===== src/hw/status_pkg.sv =====
package status_pkg;

    localparam int unsigned CLK_HZ          = 250_000_000;
    localparam int unsigned FAST_PERIOD_MS  = 1000;
    localparam int unsigned FAST_ON_MS      = 500;
    localparam int unsigned SLOW_PERIOD_MS  = 3000;
    localparam int unsigned SLOW_ON_MS      = 300;
    localparam int unsigned MS_CYC          = CLK_HZ / 1000;
    localparam int unsigned FAST_PERIOD_CYC = FAST_PERIOD_MS * MS_CYC;
    localparam int unsigned FAST_ON_CYC     = FAST_ON_MS * MS_CYC;
    localparam int unsigned SLOW_PERIOD_CYC = SLOW_PERIOD_MS * MS_CYC;
    localparam int unsigned SLOW_ON_CYC     = SLOW_ON_MS * MS_CYC;
    localparam int unsigned CNT_W           = 30;
    localparam int unsigned GPIO_N          = 10;
    localparam int unsigned LAMP_GPIO_IDX   = 0;
    localparam int unsigned READY_GPIO_IDX  = 7;
    localparam int unsigned TEMP_W          = 12;
    localparam logic [GPIO_N-1:0] ALT_RESET = 10'h081;

    typedef enum logic [3:0] {
        NET_OFF    = 4'h1,
        NET_SEARCH = 4'h2,
        NET_REG    = 4'h4,
        NET_CALL   = 4'h8
    } net_state_t;

    typedef struct packed {
        logic [GPIO_N-1:0] alt_en;
        logic [GPIO_N-1:0] gpio_out;
        logic [GPIO_N-1:0] gpio_dir;
    } gpio_cfg_t;

    typedef struct packed {
        logic              watch_en;
        logic [TEMP_W-1:0] temp_max;
        logic [TEMP_W-1:0] temp_now;
        logic [3:0]        pin_sel;
    } thermal_cfg_t;

endpackage : status_pkg


===== src/hw/blink_timer.sv =====
`timescale 1ns/1ps
module blink_timer
    import status_pkg::*;
(
    input  wire logic   clk,
    input  wire logic   rst,
    input  wire logic   ce,
    input  wire net_state_t req_state,
    output logic        lamp_on,
    output net_state_t  cur_state
);
    logic [CNT_W-1:0] cnt_r;
    logic [CNT_W-1:0] cnt_nxt;
    net_state_t       st_r;
    net_state_t       st_nxt;
    logic [CNT_W-1:0] period;
    logic [CNT_W-1:0] on_time;

    always_comb begin
        period  = CNT_W'(FAST_PERIOD_CYC);
        on_time = CNT_W'(FAST_ON_CYC);
        case (st_r)
            NET_REG: begin
                period  = CNT_W'(SLOW_PERIOD_CYC);
                on_time = CNT_W'(SLOW_ON_CYC);
            end
            default: begin
                period  = CNT_W'(FAST_PERIOD_CYC);
                on_time = CNT_W'(FAST_ON_CYC);
            end
        endcase
    end

    // steady states switch at once; blink patterns wait for the period end
    always_comb begin
        cnt_nxt = cnt_r + CNT_W'(1);
        st_nxt  = st_r;
        if (cnt_r == period - CNT_W'(1)) begin
            cnt_nxt = '0;
            st_nxt  = req_state;
        end
        if (req_state == NET_OFF || req_state == NET_CALL || st_r == NET_OFF || st_r == NET_CALL) begin
            if (req_state != st_r) begin
                cnt_nxt = '0;
                st_nxt  = req_state;
            end
        end
    end

    always_ff @(posedge clk) begin
        if (rst) begin
            cnt_r <= '0;
            st_r  <= NET_OFF;
        end else if (ce) begin
            cnt_r <= cnt_nxt;
            st_r  <= st_nxt;
        end
    end

    always_comb begin
        case (st_r)
            NET_OFF:  lamp_on = 1'b0;
            NET_CALL: lamp_on = 1'b1;
            default:  lamp_on = (cnt_r < on_time);
        endcase
    end
    assign cur_state = st_r;

    a_fast_on_edge: assert property (@(posedge clk) disable iff (rst)
        (ce && st_r == NET_SEARCH && cnt_r == CNT_W'(FAST_ON_CYC - 1) && st_nxt == NET_SEARCH)
        |=> !lamp_on)
        else $error("fast blink on-time wrong");
    a_slow_on_edge: assert property (@(posedge clk) disable iff (rst)
        (ce && st_r == NET_REG && cnt_r == CNT_W'(SLOW_ON_CYC - 1) && st_nxt == NET_REG)
        |=> !lamp_on)
        else $error("slow blink on-time wrong");
    a_period_wrap: assert property (@(posedge clk) disable iff (rst)
        (ce && st_r == NET_REG && cnt_r == CNT_W'(SLOW_PERIOD_CYC - 1) && req_state == NET_REG)
        |=> cnt_r == '0 && lamp_on)
        else $error("slow period does not wrap");
    a_no_midswitch: assert property (@(posedge clk) disable iff (rst)
        (ce && st_r == NET_SEARCH && req_state == NET_REG && cnt_r != period - CNT_W'(1))
        |=> st_r == NET_SEARCH)
        else $error("pattern switched mid period");
    c_fast: cover property (@(posedge clk) st_r == NET_SEARCH && cnt_r == CNT_W'(FAST_ON_CYC));
    c_slow: cover property (@(posedge clk) st_r == NET_REG && cnt_r == '0);
    c_call: cover property (@(posedge clk) st_r == NET_CALL);
endmodule : blink_timer


===== src/hw/module_status_indicators.sv =====
`timescale 1ns/1ps
// Overview of operation
// - searching or unregistered: 1 s, half on
// - registered: 3 s period, 0.3 s on
// - off dark, call steady lit
// - lamp on gpio 1 after reset
// - ready low while booting
// - ready high once commands accepted
// - ready on gpio 8 after reset
// - thermal watch drives chosen pin high while temp_now >= temp_max, low otherwise
module module_status_indicators
    import status_pkg::*;
(
    input  wire logic         clk,
    input  wire logic         rst,
    input  wire logic         ce,
    input  wire net_state_t   net_state,
    input  wire logic         boot_done,
    input  wire gpio_cfg_t    gpio_cfg,
    input  wire logic         cfg_load,
    input  wire thermal_cfg_t thermal,
    output logic [GPIO_N-1:0] gpio_o,
    output logic [GPIO_N-1:0] gpio_oe_n,
    output logic              network_status_lamp,
    output logic              software_ready_flag,
    output logic              thermal_alarm
);
    logic [GPIO_N-1:0] alt_r;
    logic [GPIO_N-1:0] alt_nxt;
    logic [GPIO_N-1:0] out_r;
    logic [GPIO_N-1:0] out_nxt;
    logic [GPIO_N-1:0] dir_r;
    logic [GPIO_N-1:0] dir_nxt;
    logic [GPIO_N-1:0] pin_r;
    logic [GPIO_N-1:0] pin_nxt;
    logic [GPIO_N-1:0] oen_r;
    logic [GPIO_N-1:0] oen_nxt;
    logic              lamp_r;
    logic              lamp_nxt;
    logic              ready_r;
    logic              ready_nxt;
    logic              hot_r;
    logic              hot_nxt;
    logic              lamp_raw;
    logic [3:0]        hot_pin;
    net_state_t        cur_state;

    blink_timer blink_timer_i (
        .clk       (clk),
        .rst       (rst),
        .ce        (ce),
        .req_state (net_state),
        .lamp_on   (lamp_raw),
        .cur_state (cur_state)
    );

    // ready only rises; a new boot needs a reset
    always_comb begin
        ready_nxt = ready_r | boot_done;
    end

    always_ff @(posedge clk) begin
        if (rst) begin
            ready_r <= 1'b0;
        end else if (ce) begin
            ready_r <= ready_nxt;
        end
    end

    // compared afresh each cycle, so the alarm drops as soon as the reading falls back
    always_comb begin
        hot_nxt = thermal.watch_en && (thermal.temp_now >= thermal.temp_max);
        hot_pin = (thermal.pin_sel < 4'(GPIO_N)) ? thermal.pin_sel : 4'h0;
    end

    always_ff @(posedge clk) begin
        if (rst) begin
            hot_r <= 1'b0;
        end else if (ce) begin
            hot_r <= hot_nxt;
        end
    end

    // pad setup changes only on an explicit load strobe
    always_comb begin
        alt_nxt = alt_r;
        out_nxt = out_r;
        dir_nxt = dir_r;
        if (cfg_load) begin
            alt_nxt = gpio_cfg.alt_en;
            out_nxt = gpio_cfg.gpio_out;
            dir_nxt = gpio_cfg.gpio_dir;
        end
    end

    always_ff @(posedge clk) begin
        if (rst) begin
            alt_r <= ALT_RESET;
            out_r <= '0;
            dir_r <= '0;
        end else if (ce) begin
            alt_r <= alt_nxt;
            out_r <= out_nxt;
            dir_r <= dir_nxt;
        end
    end

    // one flop here keeps the lamp output in step with its copy on the pad
    always_comb begin
        lamp_nxt = lamp_raw;
    end

    always_ff @(posedge clk) begin
        if (rst) begin
            lamp_r <= 1'b0;
        end else if (ce) begin
            lamp_r <= lamp_nxt;
        end
    end

    // pin mux: alternate function, thermal override, else plain gpio
    generate
        for (genvar i = 0; i < GPIO_N; i++) begin : g_pin
            always_comb begin
                pin_nxt[i] = out_r[i];
                oen_nxt[i] = ~dir_r[i];
                if (alt_r[i] && i == LAMP_GPIO_IDX) begin
                    pin_nxt[i] = lamp_raw;
                    oen_nxt[i] = 1'b0;
                end else if (alt_r[i] && i == READY_GPIO_IDX) begin
                    pin_nxt[i] = ready_r;
                    oen_nxt[i] = 1'b0;
                end
                if (thermal.watch_en && hot_pin == 4'(i)) begin
                    pin_nxt[i] = hot_r;
                    oen_nxt[i] = 1'b0;
                end
            end

            a_plain_pad: assert property (@(posedge clk) disable iff (rst)
                ce && !(alt_r[i] && (i == LAMP_GPIO_IDX || i == READY_GPIO_IDX))
                && !(thermal.watch_en && hot_pin == 4'(i))
                |=> gpio_o[i] == $past(out_r[i]) && gpio_oe_n[i] == !$past(dir_r[i]))
                else $error("plain pad not following its setup");
        end
    endgenerate

    always_ff @(posedge clk) begin
        if (rst) begin
            pin_r <= '0;
            oen_r <= ~ALT_RESET;
        end else if (ce) begin
            pin_r <= pin_nxt;
            oen_r <= oen_nxt;
        end
    end

    assign gpio_o              = pin_r;
    assign gpio_oe_n           = oen_r;
    assign network_status_lamp = lamp_r;
    assign software_ready_flag = ready_r;
    assign thermal_alarm       = hot_r;

    a_ready_boot: assert property (@(posedge clk) disable iff (rst)
        !ready_r && !boot_done |=> !software_ready_flag)
        else $error("ready rose during boot");

    a_ready_rise: assert property (@(posedge clk) disable iff (rst)
        ce && boot_done |=> software_ready_flag ##1 (!ce || software_ready_flag))
        else $error("ready not raised");

    a_ready_sticky: assert property (@(posedge clk) disable iff (rst)
        software_ready_flag |=> software_ready_flag)
        else $error("ready fell without reset");

    a_ready_pin: assert property (@(posedge clk) disable iff (rst)
        ce && alt_r[READY_GPIO_IDX] && !(thermal.watch_en && hot_pin == 4'(READY_GPIO_IDX))
        |=> gpio_o[READY_GPIO_IDX] == $past(ready_r) && !gpio_oe_n[READY_GPIO_IDX])
        else $error("ready not on its pin");

    a_lamp_pin: assert property (@(posedge clk) disable iff (rst)
        ce && alt_r[LAMP_GPIO_IDX] && !(thermal.watch_en && hot_pin == 4'(LAMP_GPIO_IDX))
        |=> gpio_o[LAMP_GPIO_IDX] == network_status_lamp && !gpio_oe_n[LAMP_GPIO_IDX])
        else $error("lamp not on its pin");

    a_cfg_load: assert property (@(posedge clk) disable iff (rst)
        ce && cfg_load |=> alt_r == $past(gpio_cfg.alt_en))
        else $error("pad setup not loaded");

    a_hot_high: assert property (@(posedge clk) disable iff (rst)
        ce && thermal.watch_en && thermal.temp_now >= thermal.temp_max |=> thermal_alarm)
        else $error("thermal alarm not raised");

    // the pad lags the alarm by one flop, so only a setup held for two edges is judged
    a_hot_pin: assert property (@(posedge clk) disable iff (rst)
        (ce && thermal.watch_en && thermal.temp_now >= thermal.temp_max) ##1 (ce && $stable(thermal))
        |=> thermal_alarm && gpio_o[$past(hot_pin)] && !gpio_oe_n[$past(hot_pin)])
        else $error("thermal pin not high");

    a_hot_low: assert property (@(posedge clk) disable iff (rst)
        ce && !(thermal.watch_en && thermal.temp_now >= thermal.temp_max) |=> !thermal_alarm)
        else $error("thermal alarm without cause");

    a_hot_drive: assert property (@(posedge clk) disable iff (rst)
        ce && thermal.watch_en |=> !gpio_oe_n[$past(hot_pin)])
        else $error("thermal pin not driven");

    a_pin_clip: assert property (@(posedge clk) disable iff (rst)
        ce && thermal.watch_en && thermal.pin_sel >= 4'(GPIO_N)
        |=> !gpio_oe_n[0] && gpio_o[0] == $past(hot_r))
        else $error("out of range thermal pin not folded");

    a_call_lit: assert property (@(posedge clk) disable iff (rst)
        ce && cur_state == NET_CALL |=> network_status_lamp)
        else $error("lamp dark during call");

    a_off_dark: assert property (@(posedge clk) disable iff (rst)
        ce && cur_state == NET_OFF |=> !network_status_lamp)
        else $error("lamp lit while off");

    a_freeze_all: assert property (@(posedge clk) disable iff (rst)
        !ce |=> $stable(gpio_o) && $stable(gpio_oe_n) && $stable(network_status_lamp)
        && $stable(software_ready_flag) && $stable(thermal_alarm))
        else $error("outputs moved while frozen");

    a_reset_vals: assert property (@(posedge clk)
        rst |=> gpio_oe_n == ~ALT_RESET && gpio_o == '0 && !software_ready_flag
        && !thermal_alarm && !network_status_lamp)
        else $error("outputs wrong after reset");

    c_ready: cover property (@(posedge clk) $rose(software_ready_flag));
    c_hot: cover property (@(posedge clk) $rose(thermal_alarm));
endmodule : module_status_indicators


===== config.mk =====
export PLATFORM = sky130hd
export DESIGN_NAME = module_status_indicators
export DESIGN_NICKNAME = d
export VERILOG_FILES = /design/src/hw/status_pkg.sv /design/src/hw/blink_timer.sv /design/src/hw/module_status_indicators.sv
export SDC_FILE = /design/constraint.sdc
export NUM_CORES = 1
export LEC_CHECK = 0
export ABC_AREA = 1
export BUFFER_PORTS_ARGS = -buffer_cell sky130_fd_sc_hd__buf_2
export CORE_ASPECT_RATIO = 1.75
export CORE_MARGIN = 5
export CORE_UTILIZATION = 33
export DETAILED_ROUTE_END_ITERATION = 16
export PLACE_DENSITY_LB_ADDON = 0.05
export SYNTH_ARGS = -nofsm -noshare
export SYNTH_HDL_FRONTEND = slang
export SYNTH_SLANG_ARGS = --single-unit

===== constraint.sdc =====
create_clock -name clk -period 2.2 [get_ports clk]
set_input_delay 0.55 -clock clk [delete_from_list [all_inputs] [get_ports clk]]
set_output_delay 0.55 -clock clk [all_outputs]
set_load 0.02 [all_outputs]

# == Yosys cells after proc, flatten, opt, wreduce, memory -nomap -nowiden ==
# Index checks and enable logic that the tools add are counted.
# totals
regBits,85
memories,0
romBits,0
elab_cells,92
output_inout_bits,23
input_bits,68
ramBits,0
latch_bits,0
# op_classes
n_mux,34
n_addsub,2
order_cmp,3
multipliers,0
eq_ne,16
shift,0
n_bitwise,11
reduce_logical,16
div,0
# ops
cell,count
2-to-1 mux 30 bit,4
adder 30 x 1 -> 30 bit (second input constant),1
== test 30 bit,1
less-than comparator 30 x 27 -> 1 bit,1
subtractor 30 x 1 -> 30 bit (second input constant),1
2-to-1 mux 26 bit,1
2-to-1 mux 1 bit,24
== test 4 x 3 -> 1 bit (second input constant),5
== test 4 bit (second input constant),4
2-to-1 mux 4 bit,4
== test 4 x 1 -> 1 bit (second input constant),3
>= comparator 12 bit,1
logical AND 1 bit,11
NOT 1 bit,10
== test 4 x 2 -> 1 bit (second input constant),2
logical NOT 4 bit,1
less-than comparator 4 bit (second input constant),1
inequality test 4 bit,1
logical OR 1 bit,3
case mux 1 bit (2 select lines),1
AND reduction 2 bit,1
bitwise OR 1 bit,1

# == Longest topological paths before layout ==
# Gate-level depths: netlist (run 1).
# logic_depth
ltp_word,7
ltp_mapped,15
ltp_nobuf,15

# == Hierarchy ==
# A second synthesis (run 1) with hierarchy kept.
# unflattened
cells_unflattened,650
area_unflattened_um2,4384.2
# by_module_without_submodules
mod,cells_per_inst,seq_area_each_um2,instances,area_each_um2
blink_timer,346,680.7,1,2209.6
module_status_indicators,304,900.9,1,2174.6

# == Worst setup path before layout (run 1) ==
# Ideal clock, no wire load.
# synth_path
kind,register -> register
startpoint,register blink_timer_i.st_r[0] (netlist: blink_timer_i.cur_state[0])
endpoint,register blink_timer_i.cnt_r[25]
synth_period_minus_slack_ps,2089
setup_slack_ps,111
path_stages_with_launch,13
setup_time_ps,119
n_path_buf,1
arrival_time_ps,1971
t_required_ps,2081
cell_sequence,dfxtp_1 -> nor2_4 -> nand2_4 -> ha_1 -> nor3_1 -> nand4_1 -> nor3b_1 -> nand3_2 -> nand2_2 -> nand2_4 -> nand2_8 -> buf_12 -> nor2_2
# synth_via
elab_chain_cells,7
elab_cells_between_ends,12
cone_classes,add/sub (1); eq/ne (5); mux (4); reduce/logical (2)
# synth_rtl
item,line,rtl
start: declaration,blink_timer.sv:14,net_state_t st_r;
start signal: assignment,blink_timer.sv:56,st_r <= st_nxt;
== test 4 x 3 -> 1 bit,blink_timer.sv:22,case (st_r)
2-to-1 mux 30 bit,blink_timer.sv:22,
subtractor 30 x 1 -> 30 bit,blink_timer.sv:38,if (cnt_r == period - CNT_W'(1)) begin
== test 30 bit,blink_timer.sv:38,
2-to-1 mux 30 bit,blink_timer.sv:38,
2-to-1 mux 30 bit,blink_timer.sv:43,if (req_state != st_r) begin
2-to-1 mux 30 bit (*),blink_timer.sv:42,if (req_state == NET_OFF || req_state == NET_CALL || st_r == NET_OFF || st_r == NET_CALL) begin
end signal: assignment,blink_timer.sv:55,cnt_r <= cnt_nxt;
end: declaration,blink_timer.sv:12,logic [CNT_W-1:0] cnt_r;
# Every way passes the cells marked *; elsewhere a longest branch is shown, timed or not.
# A chain may end at the register's enable or synchronous reset.

# == Worst setup path after layout (run 1) ==
# layout_path
startpoint,register blink_timer_i.cnt_r[0]
endpoint,register blink_timer_i.cnt_r[26]
# layout_via
elab_chain_cells,4
elab_cells_between_ends,5
cone_classes,add/sub (1); eq/ne (1); mux (3)
# layout_rtl
item,line
adder 30 x 1 -> 30 bit / == test 30 bit (equally long branches),"blink_timer.sv:36, blink_timer.sv:38"
2-to-1 mux 30 bit (*),blink_timer.sv:38
2-to-1 mux 30 bit,blink_timer.sv:43
2-to-1 mux 30 bit (*),blink_timer.sv:42
# Marks and branches as above.

==> metrics, run 1 <==
run status completed; Max IR drop VDD 0.0003760 V; Worst Setup End Kind flop; global route total overflow 0; syn nets just over 700; Post-synth EDFFs 0; Lkg Pwr 2.388 nW; DR DRC count 0; power per cell area 701.2 nW/um^2; setup violators final 0; TNS Setup 0 ns; worst hold margin approximately 0.45 ns; synth unique cells 43; register area share after synthesis 0.3613; fraction of layout cells with a size suffix above 1 0.2254; dominant cell by count in the synthesized netlist nand2_1; vias per cell 4.813; first-pass GRT wire length 21.02 mm; asr flop ratio synth 0; Setup Crit Path Kind reg -> reg; FF-to-FF Start blink_timer_i.cnt_r[0]; First-pass DRT Iterations 4; I/O Buffers 82; Synth top area share 0.3613; clock buffer depth 2; vias in the first global route 4392; Critical Path AT 2.22 ns; Root Driver clkbuf_16; total CTS buffers 9; Nets 802; Final period util 0.9095; Worst Path Max Fanout 5; Post-DP HPWL 10.06 mm; area grow syn2layout 23.90%; hold_sp dir_r[3]; IO Pins 91; initial antenna violation count 0; reg2reg path depth 10; Hold Crit Depth 1; Final Hold Viols 0; Synth top cells by count nand2_1, nor2_1, inv_1, dfxtp_1, a21oi_1; worst skew pair latency 0.33 ns; GPL Wtd Cong about 0.86; Area after DPL 5057 um^2; leading area contributor after synthesis dfxtp_1; Global Route Usage Sum 0.1653; largest net degree at the start of global routing 43; Pwr Total 0.003802 W; post-route ant nets 0; clock sink count 79; fmax 499.8 MHz; Avg Cell Area, Syn 7.014 um^2; num rows 55; Max Slew Vio Count 0; routed wire length about 13 mm; Starting Density 0.3365; starting DRC count in detailed routing 127; die height 162.3 um; Core Area 13010 um^2; die area between 15000 and 20000 um^2; die width around 97 um; Synth area leaders dfxtp_1, nand2_1, nor2_1; Clock Skew 0.005454 ns; final instance area 5423 um^2; CTS clk-pin slew, worst paths 0.06 ns; H-tree Lvls 3; Post-Syn Instances 624; hold_buf cts 0; Hold Crit Class reg -> reg; Mapped Area 4377 um^2; #FFs+latches synth 79; DP Worst Slack 0.03019 ns; Avg WL per Cell 14.86 um; Ant. Diodes 0; Main synth FF type dfxtp_1; via count 4303; Max-Cap Viols 0; Worst Tran Pin Value 0.7222 ns; Worst setup startpoint blink_timer_i.cnt_r[0]; required time of the critical path ~2.4 ns; CTS tree yes; RSZ-0062 raised after global routing no; synth warn 0; Relative slew margins 0.5141; worst setup margin 0.1991 ns; CP startpoint kind flop; Final min period 2.001 ns
[layout by cell type (no fill, tap or decap), types with 2 or more instances in the layout]
master and n:
xor2_1 17, nor3_1 10, o31ai_1 4, nor2_4 4
clkbuf_16 9, nand3_2 2, nor3b_2 2, nor4_1 2
nor2_2 14, a21oi_1 47, buf_12 2, o211ai_1 11
nand4_1 17, nand2_8 2, ha_1 14, dfxtp_2 4
nand3_1 42, or2_2 4, clkinv_4 3, buf_2 82
nand2_1 98, nand2_4 3, xnor2_1 4, o21ai_1 2
inv_1 80, nand2_2 4, dfxtp_1 75, inv_6 2
nor3_2 3, o21ai_0 41, buf_4 17, nor2_1 87
[metal layers]
metal,vias up,GRT usage,routed length (um)
li1,2231,-,-
met1,1979,0.1623,4962
met2,76,0.3355,7531
met3,17,0.02658,433
met4,0,0.06645,361
met5,-,0,0
[what timing repair did]
item	in CTS	in global routing
resized for setup	0	14
setup buffers	0	1
endpoints found under the setup margin	0	32
[where the power goes]
part | switching [W] | total [W] | internal (W)
Clock | 0.000654 | 0.00146 | 0.000810
Sequential | 0.0000562 | 0.00157 | 0.00151
Combinational | 0.000468 | 0.000767 | 0.000299
Total | 0.00118 | 0.00380 | 0.00262
[stage by stage]
step,instances,utilization
2_1_floorplan,624,-
3_3_place_gp,876,0.3888
3_5_place_dp,876,0.3888
4_1_cts,892,0.4112
5_1_grt,894,0.4169
6_report,894,0.4169
[final timing paths]
check                                          endpoint  slack (ns)
worst max-delay path            blink_timer_i.cnt_r[26]        0.20
worst min-delay path                       gpio_oe_n[3]        0.45
worst min register to register             gpio_oe_n[3]        0.45
worst max register to register  blink_timer_i.cnt_r[26]        0.20
[sequential cells by signal (all words and copies together) (netlist names)]
name                     count
dir_r                       10
blink_timer_i.cur_state      4
thermal_alarm                1
software_ready_flag          1
gpio_oe_n                   10
blink_timer_i.cnt_r         30
alt_r                        2
out_r                       10
network_status_lamp          1
gpio_o                      10
[kinds of logic after synthesis]
logic type               share of synthesized area
AND/OR/NAND/NOR                             0.3165
flip-flops                                  0.3614
XOR/XNOR                                   0.04202
buffers and inverters                      0.09405
AO/OA/AOI/OAI                               0.1404
adder cells (fa/ha/maj)                    0.04574
[critical path: stages, from the launching register on]
cell and delay, ns:
dfxtp_2 0.36, ha_2 0.20, nand3_2 0.13, nor2_4 0.14, nand2_1 0.08, nor3_1 0.26, nand4_1 0.23, nor2_1 0.18
nand3_1 0.11, xor2_1 0.16, nor2_1 0.05
[final cells by class]
cell class / instances / area, um^2
well taps: 171 / 214.0
clock inverters: 6 / 51.30
fillers: 1386 / 7584
inverters: 82 / 307.8
multi-input cells: 445 / 2446
clock buffers: 10 / 239.0
repair buffers: 101 / 578.1
flip-flops and latches: 79 / 1587
(Power assumes the default switching activity.)
==> run 2: changes to the inputs <==
CORE_UTILIZATION = 50   (was 33)
==> run 2 against run 1 <==
First-iteration DRC count rose by 56%. Critical path type unchanged. Largest cell class unchanged. Die area decreased by 31%. Flip-flop and latch count did not move.
==> metrics, run 2 (synthesis results as in run 1) <==
CP startpoint kind flop (unchanged); vias per cell 5.205 (was 4.813); Worst Tran Pin Value 0.5136 ns (was 0.7222 ns); clock power share 0.395 (was 0.385); TNS Setup 0 ns (unchanged); slowest stage delay, CP 0.36 ns (about the same); fmax 484.5 MHz (was 499.8 MHz); IO Pins 91 (unchanged); Starting Density 0.5081 (was 0.3365); Avg WL per Cell 13.98 um (was 14.86 um); Critical Path AT 2.29 ns (was 2.22 ns); power per cell area 714.8 nW/um^2 (was 701.2 nW/um^2); routed wire length 11.72 mm (was 13.29 mm); die height 133.8 um (was 162.3 um); Lkg Pwr 2.378 nW (was 2.388 nW); clock sink count 79 (unchanged); clock buffer depth 2 (unchanged); num rows 45 (was 55); Worst Setup End Kind flop (unchanged); Ant. Diodes 0 (unchanged); worst-path cell chain inv_2 -> nor2_8 -> nand2_4 -> ha_1 -> nor3_1 -> nand4_1 -> nor3b_2 -> nand3_2 -> nand2_4 -> nand2_8 -> nand2_8 -> nor2_1 (was ha_2 -> nand3_2 -> nor2_4 -> nand2_1 -> nor3_1 -> nand4_1 -> nor2_1 -> nand3_1 -> xor2_1 -> nor2_1); Relative slew margins 0.6572 (was 0.5141); combinational share of power 0.191 (was 0.202); Net Sw Frac 0.2996 (was 0.3098); Nets 800 (was 802); via count 4362 (was 4303); global route total overflow 0 (unchanged); slowest stage cell, crit path dfxtp_1 (was dfxtp_2); Final period util 0.9381 (was 0.9095); worst skew pair latency 0.34 ns (was 0.33 ns); run status completed (unchanged); I/O Buffers 82 (unchanged); Clock Skew 0.002453 ns (was 0.005454 ns); CTS clk-pin slew, worst paths 0.06 ns (about the same); area grow syn2layout 21.53% (was 23.90%); setup violators final 0 (unchanged); Core Area 8615 um^2 (was 13010 um^2); worst hold margin 0.4293 ns (was 0.4500 ns); sequential power share 0.414 (was 0.413); required time of the critical path 2.43 ns (was 2.42 ns); most common cell after layout, fill and taps aside nand2_1 (unchanged); Worst Path Max Fanout 13 (was 5); starting DRC count in detailed routing 198 (was 127); Global Route Usage Sum 0.2228 (was 0.1653); Final min period 2.064 ns (was 2.001 ns); Max-Cap Viols 0 (unchanged); largest net degree at the start of global routing 43 (unchanged); fraction of layout cells with a size suffix above 1 0.2108 (was 0.2254); die width 80.73 um (was 97.06 um); CTS tree yes (unchanged); Net Switching 0.001139 W (was 0.001178 W); max reg flops 30 (unchanged); Final Hold Viols 0 (unchanged); hold_buf cts 0 (unchanged); RSZ-0062 raised after global routing no (unchanged); vias in the first global route 4294 (was 4392); Hold Crit Class in -> reg (was reg -> reg); Int Pwr 0.002663 W (was 0.002624 W); First-pass DRT Iterations 4 (unchanged); first-pass GRT wire length 18.84 mm (was 21.02 mm); DR DRC count 0 (unchanged); Setup Crit Path Kind reg -> reg (unchanged); die area 10800 um^2 (was 15760 um^2); Max IR drop VDD 0.0005446 V (was 0.0003760 V); Most flops, register blink_timer_i.cnt_r (unchanged); H-tree Lvls 3 (unchanged); initial antenna violation count 0 (unchanged); commonest cells after routing, fill and taps aside nand2_1, nor2_1, buf_2 (unchanged); GPL Wtd Cong 0.8713 (was 0.8567); Max Slew Vio Count 0 (unchanged); post-route ant nets 0 (unchanged); Root Driver clkbuf_16 (unchanged); total CTS buffers 9 (unchanged); Post-DP HPWL 8.797 mm (was 10.06 mm)
## run 2: metal layers
layer,share of wire,vias to the layer above,track usage,wire (um)
li1,-,2235,-,-
met1,0.36,1980,0.2190,4202
met4,0.045,0,0.1100,528
met5,0,-,0,0
met3,0.046,34,0.04263,535
met2,0.55,113,0.4257,6448
## run 2: worst max-delay path: cells and delay by family (launching register included)
kind,cells,cell delay (ns)
adders and majority gates,1,0.28
and+or+nand+nor,10,1.21
buffers and inverters,1,0.09
DFF,1,0.36
## run 2: layout make-up
type	count	area, um^2
Multi-Input combinational cell	446	2441
Inverter	82	307.8
Tap cell	117	146.4
Timing Repair Buffer	98	543.0
Sequential cell	79	1583
Fill cell	838	3296
Clock inverter	6	68.82
Clock buffer	10	229.0
## run 2: repair_timing
action / in CTS / in global routing
gates resized for setup: 1 / 6
setup buffers: 0 / 0
pin swaps: 0 / 3
endpoints found under the setup margin: 2 / 27
gates cloned: 0 / 2
## run 2: power by group through the flow
stage	clock (W)	sequential, W	combinational (W)
2_1_floorplan	0	0.00163	0.000439
3_3_place_gp	0	0.00160	0.000665
3_5_place_dp	0	0.00160	0.000675
4_1_cts	0.00153	0.00157	0.000681
5_1_grt	0.00159	0.00158	0.000821
6_report	0.00150	0.00157	0.000727
## run 2: metrics by stage
step / setup slack, ns / power, W / instance area, um^2 / std cells / util
floorplan: 0.1107 / 0.002071 / 4377 / 624 / -
global placement: 0.06062 / 0.002264 / 4962 / 820 / 0.5760
detailed placement: 0.03403 / 0.002277 / 4962 / 820 / 0.5760
CTS: 0.03012 / 0.003778 / 5265 / 836 / 0.6112
global route: 0.01334 / 0.003989 / 5319 / 838 / 0.6174
finish: 0.1361 / 0.003802 / 5319 / 838 / 0.6174
## run 2: path summary, 6_finish.rpt
check	from	endpoint	slack, ns	cells after the start
hold / removal	gpio_cfg[27]	alt_r[7]	0.43	3
hold reg to reg	dir_r[3]	gpio_oe_n[3]	0.44	1
setup / recovery	blink_timer_i.cur_state[2]	blink_timer_i.cnt_r[5]	0.14	12
setup reg to reg	blink_timer_i.cur_state[2]	blink_timer_i.cnt_r[5]	0.14	12
==> run 3: changes to the inputs <==
CTS_BUF_LIST = sky130_fd_sc_hd__clkbuf_8 sky130_fd_sc_hd__clkbuf_16   (was not set)
==> run 3 against run 2 <==
Flip-flop and latch count is the same. Fmax unchanged. Clock power is essentially flat. Die area unchanged. Count of clock-buffer cells in the layout down 1. Final cell count stayed put. Largest cell class unchanged. Clock skew hardly changed. Highest routed layer unchanged.
==> metrics, run 3 (synthesis results as in run 1) <==
TNS Setup 0 ns (unchanged); Hold Crit Class in -> reg (unchanged); starting DRC count in detailed routing 198 (unchanged); sequential power share 0.414 (about the same); M3 GR Usage 0.04263 (unchanged); vias per cell 5.203 (was 5.205); Int Pwr 0.002658 W (was 0.002663 W); Post-DP HPWL 8.797 mm (unchanged); Most flops, register blink_timer_i.cnt_r (unchanged); Starting Density 0.5081 (unchanged); H-tree Lvls 3 (unchanged); Max Slew Vio Count 0 (unchanged); Net Switching 0.001138 W (was 0.001139 W); combinational share of power 0.192 (was 0.191); first-pass GRT wire length 18.84 mm (unchanged); largest net degree at the start of global routing 43 (unchanged); Critical Path AT 2.29 ns (about the same); Relative slew margins 0.6576 (was 0.6572); Final min period 2.064 ns (unchanged); global route total overflow 0 (unchanged); Post-CTS Setup Bufs 0 (unchanged); fmax 484.5 MHz (unchanged); GPL Wtd Cong 0.8713 (unchanged); post-route ant nets 0 (unchanged); Max-Cap Viols 0 (unchanged); routed wire length 11.71 mm (was 11.72 mm); worst setup margin 0.1361 ns (unchanged); Net Sw Frac 0.2997 (was 0.2996); worst skew pair latency 0.33 ns (was 0.34 ns); max reg flops 30 (unchanged); total CTS buffers 9 (unchanged); Pwr Total 0.003796 W (was 0.003802 W); Lkg Pwr 2.382 nW (was 2.378 nW); initial antenna violation count 0 (unchanged); Final Hold Viols 0 (unchanged); Fill cells 838 (unchanged); clock sink count 79 (unchanged); required time of the critical path 2.43 ns (about the same); most common cell after layout, fill and taps aside nand2_1 (unchanged); Worst Tran Pin Value 0.5131 ns (was 0.5136 ns); non-filler cells, final 838 (unchanged); vias in the first global route 4297 (was 4294); R2R setup slack 0.14 ns (about the same); die height 133.8 um (unchanged); IO Pins 91 (unchanged); I/O Buffers 82 (unchanged); run status completed (unchanged); clock power share 0.394 (was 0.395); RSZ-0062 raised after global routing no (unchanged); M1 GR Usage 0.2190 (unchanged); Ant. Diodes 0 (unchanged); area grow syn2layout 21.53% (unchanged); fraction of layout cells with a size suffix above 1 0.2108 (unchanged); die width 80.73 um (unchanged); met2 Resource Use GR 0.4257 (unchanged); Max IR drop VDD 0.0005444 V (was 0.0005446 V); setup violators final 0 (unchanged); DP Worst Slack 0.03403 ns (unchanged); Clock Skew 0.002703 ns (was 0.002453 ns); Final period util 0.9381 (unchanged); clock buffer depth 2 (unchanged); worst hold margin 0.4297 ns (was 0.4293 ns); Root Driver clkbuf_16 (unchanged); Nets 800 (unchanged); CTS tree yes (unchanged); busiest grt layer met2 (unchanged); CTS clk-pin slew, worst paths 0.06 ns (about the same); DR DRC count 0 (unchanged); die area 10800 um^2 (unchanged); via count 4360 (was 4362); Post-Place Cells 820 (unchanged); commonest cells after routing, fill and taps aside nand2_1, nor2_1, buf_2 (unchanged); Global Route Usage Sum 0.2228 (unchanged); num rows 45 (unchanged); Worst Setup End Kind flop (unchanged); Avg WL per Cell 13.97 um (was 13.98 um); Setup Crit Path Kind reg -> reg (unchanged); Worst Path Max Fanout 13 (unchanged); power per cell area 713.6 nW/um^2 (was 714.8 nW/um^2); First-pass DRT Iterations 4 (unchanged); Core Area 8615 um^2 (unchanged); CP startpoint kind flop (unchanged)
run 3: worst max-delay path: stages, from the launching register on:
cell	delay, ns
dfxtp_1	0.36
inv_2	0.09
nor2_8	0.10
nand2_4	0.05
ha_1	0.28
nor3_1	0.16
nand4_1	0.14
nor3b_2	0.20
nand3_2	0.12
nand2_4	0.11
nand2_8	0.11
nand2_8	0.17
nor2_1	0.05
run 3: final cells by class:
| class | instances | area, um^2 | area share |
|---|---|---|---|
| multi-input cells | 446 | 2441 | 0.4590 |
| flip-flops and latches | 79 | 1583 | 0.2976 |
| inverters | 82 | 307.8 | 0.05787 |
| clock inverters | 7 | 72.57 | 0.01364 |
| repair buffers | 98 | 543.0 | 0.1021 |
| clock buffers | 9 | 225.2 | 0.04234 |
| well taps | 117 | 146.4 | 0.02752 |
run 3: worst paths after layout:
check	startpoint	to	cells past startpoint
max reg2reg	blink_timer_i.cur_state[2]	blink_timer_i.cnt_r[5]	12
min	gpio_cfg[27]	alt_r[7]	3
max	blink_timer_i.cur_state[2]	blink_timer_i.cnt_r[5]	12
min reg2reg	dir_r[3]	gpio_oe_n[3]	1
run 3: per-stage QoR:
stage / utilization / instance area [um^2]
4_1_cts: 0.6112 / 5265
5_1_grt: 0.6174 / 5319
2_1_floorplan: - / 4377
6_report: 0.6174 / 5319
3_5_place_dp: 0.5760 / 4962
3_3_place_gp: 0.5760 / 4962
run 3: power by group through the flow:
stage          clock [W]  sequential, W  combinational, W
2_1_floorplan          0        0.00163          0.000439
3_3_place_gp           0        0.00160          0.000665
3_5_place_dp           0        0.00160          0.000675
4_1_cts          0.00152        0.00157          0.000681
5_1_grt          0.00158        0.00158          0.000821
6_report         0.00150        0.00157          0.000727
run 3: metal layers:
| metal | up-vias | part of all wire |
|---|---|---|
| met2 | 111 | 0.55 |
| met3 | 34 | 0.045 |
| met1 | 1979 | 0.36 |
| met4 | 0 | 0.045 |
| met5 | - | 0 |
| li1 | 2236 | - |
run 3: timing repair:
item | in CTS | in global routing
hold buffers | 0 | 0
setup endpoints to repair | 2 | 27
resized for setup | 1 | 6
gates cloned | 0 | 2
pin swaps | 0 | 3
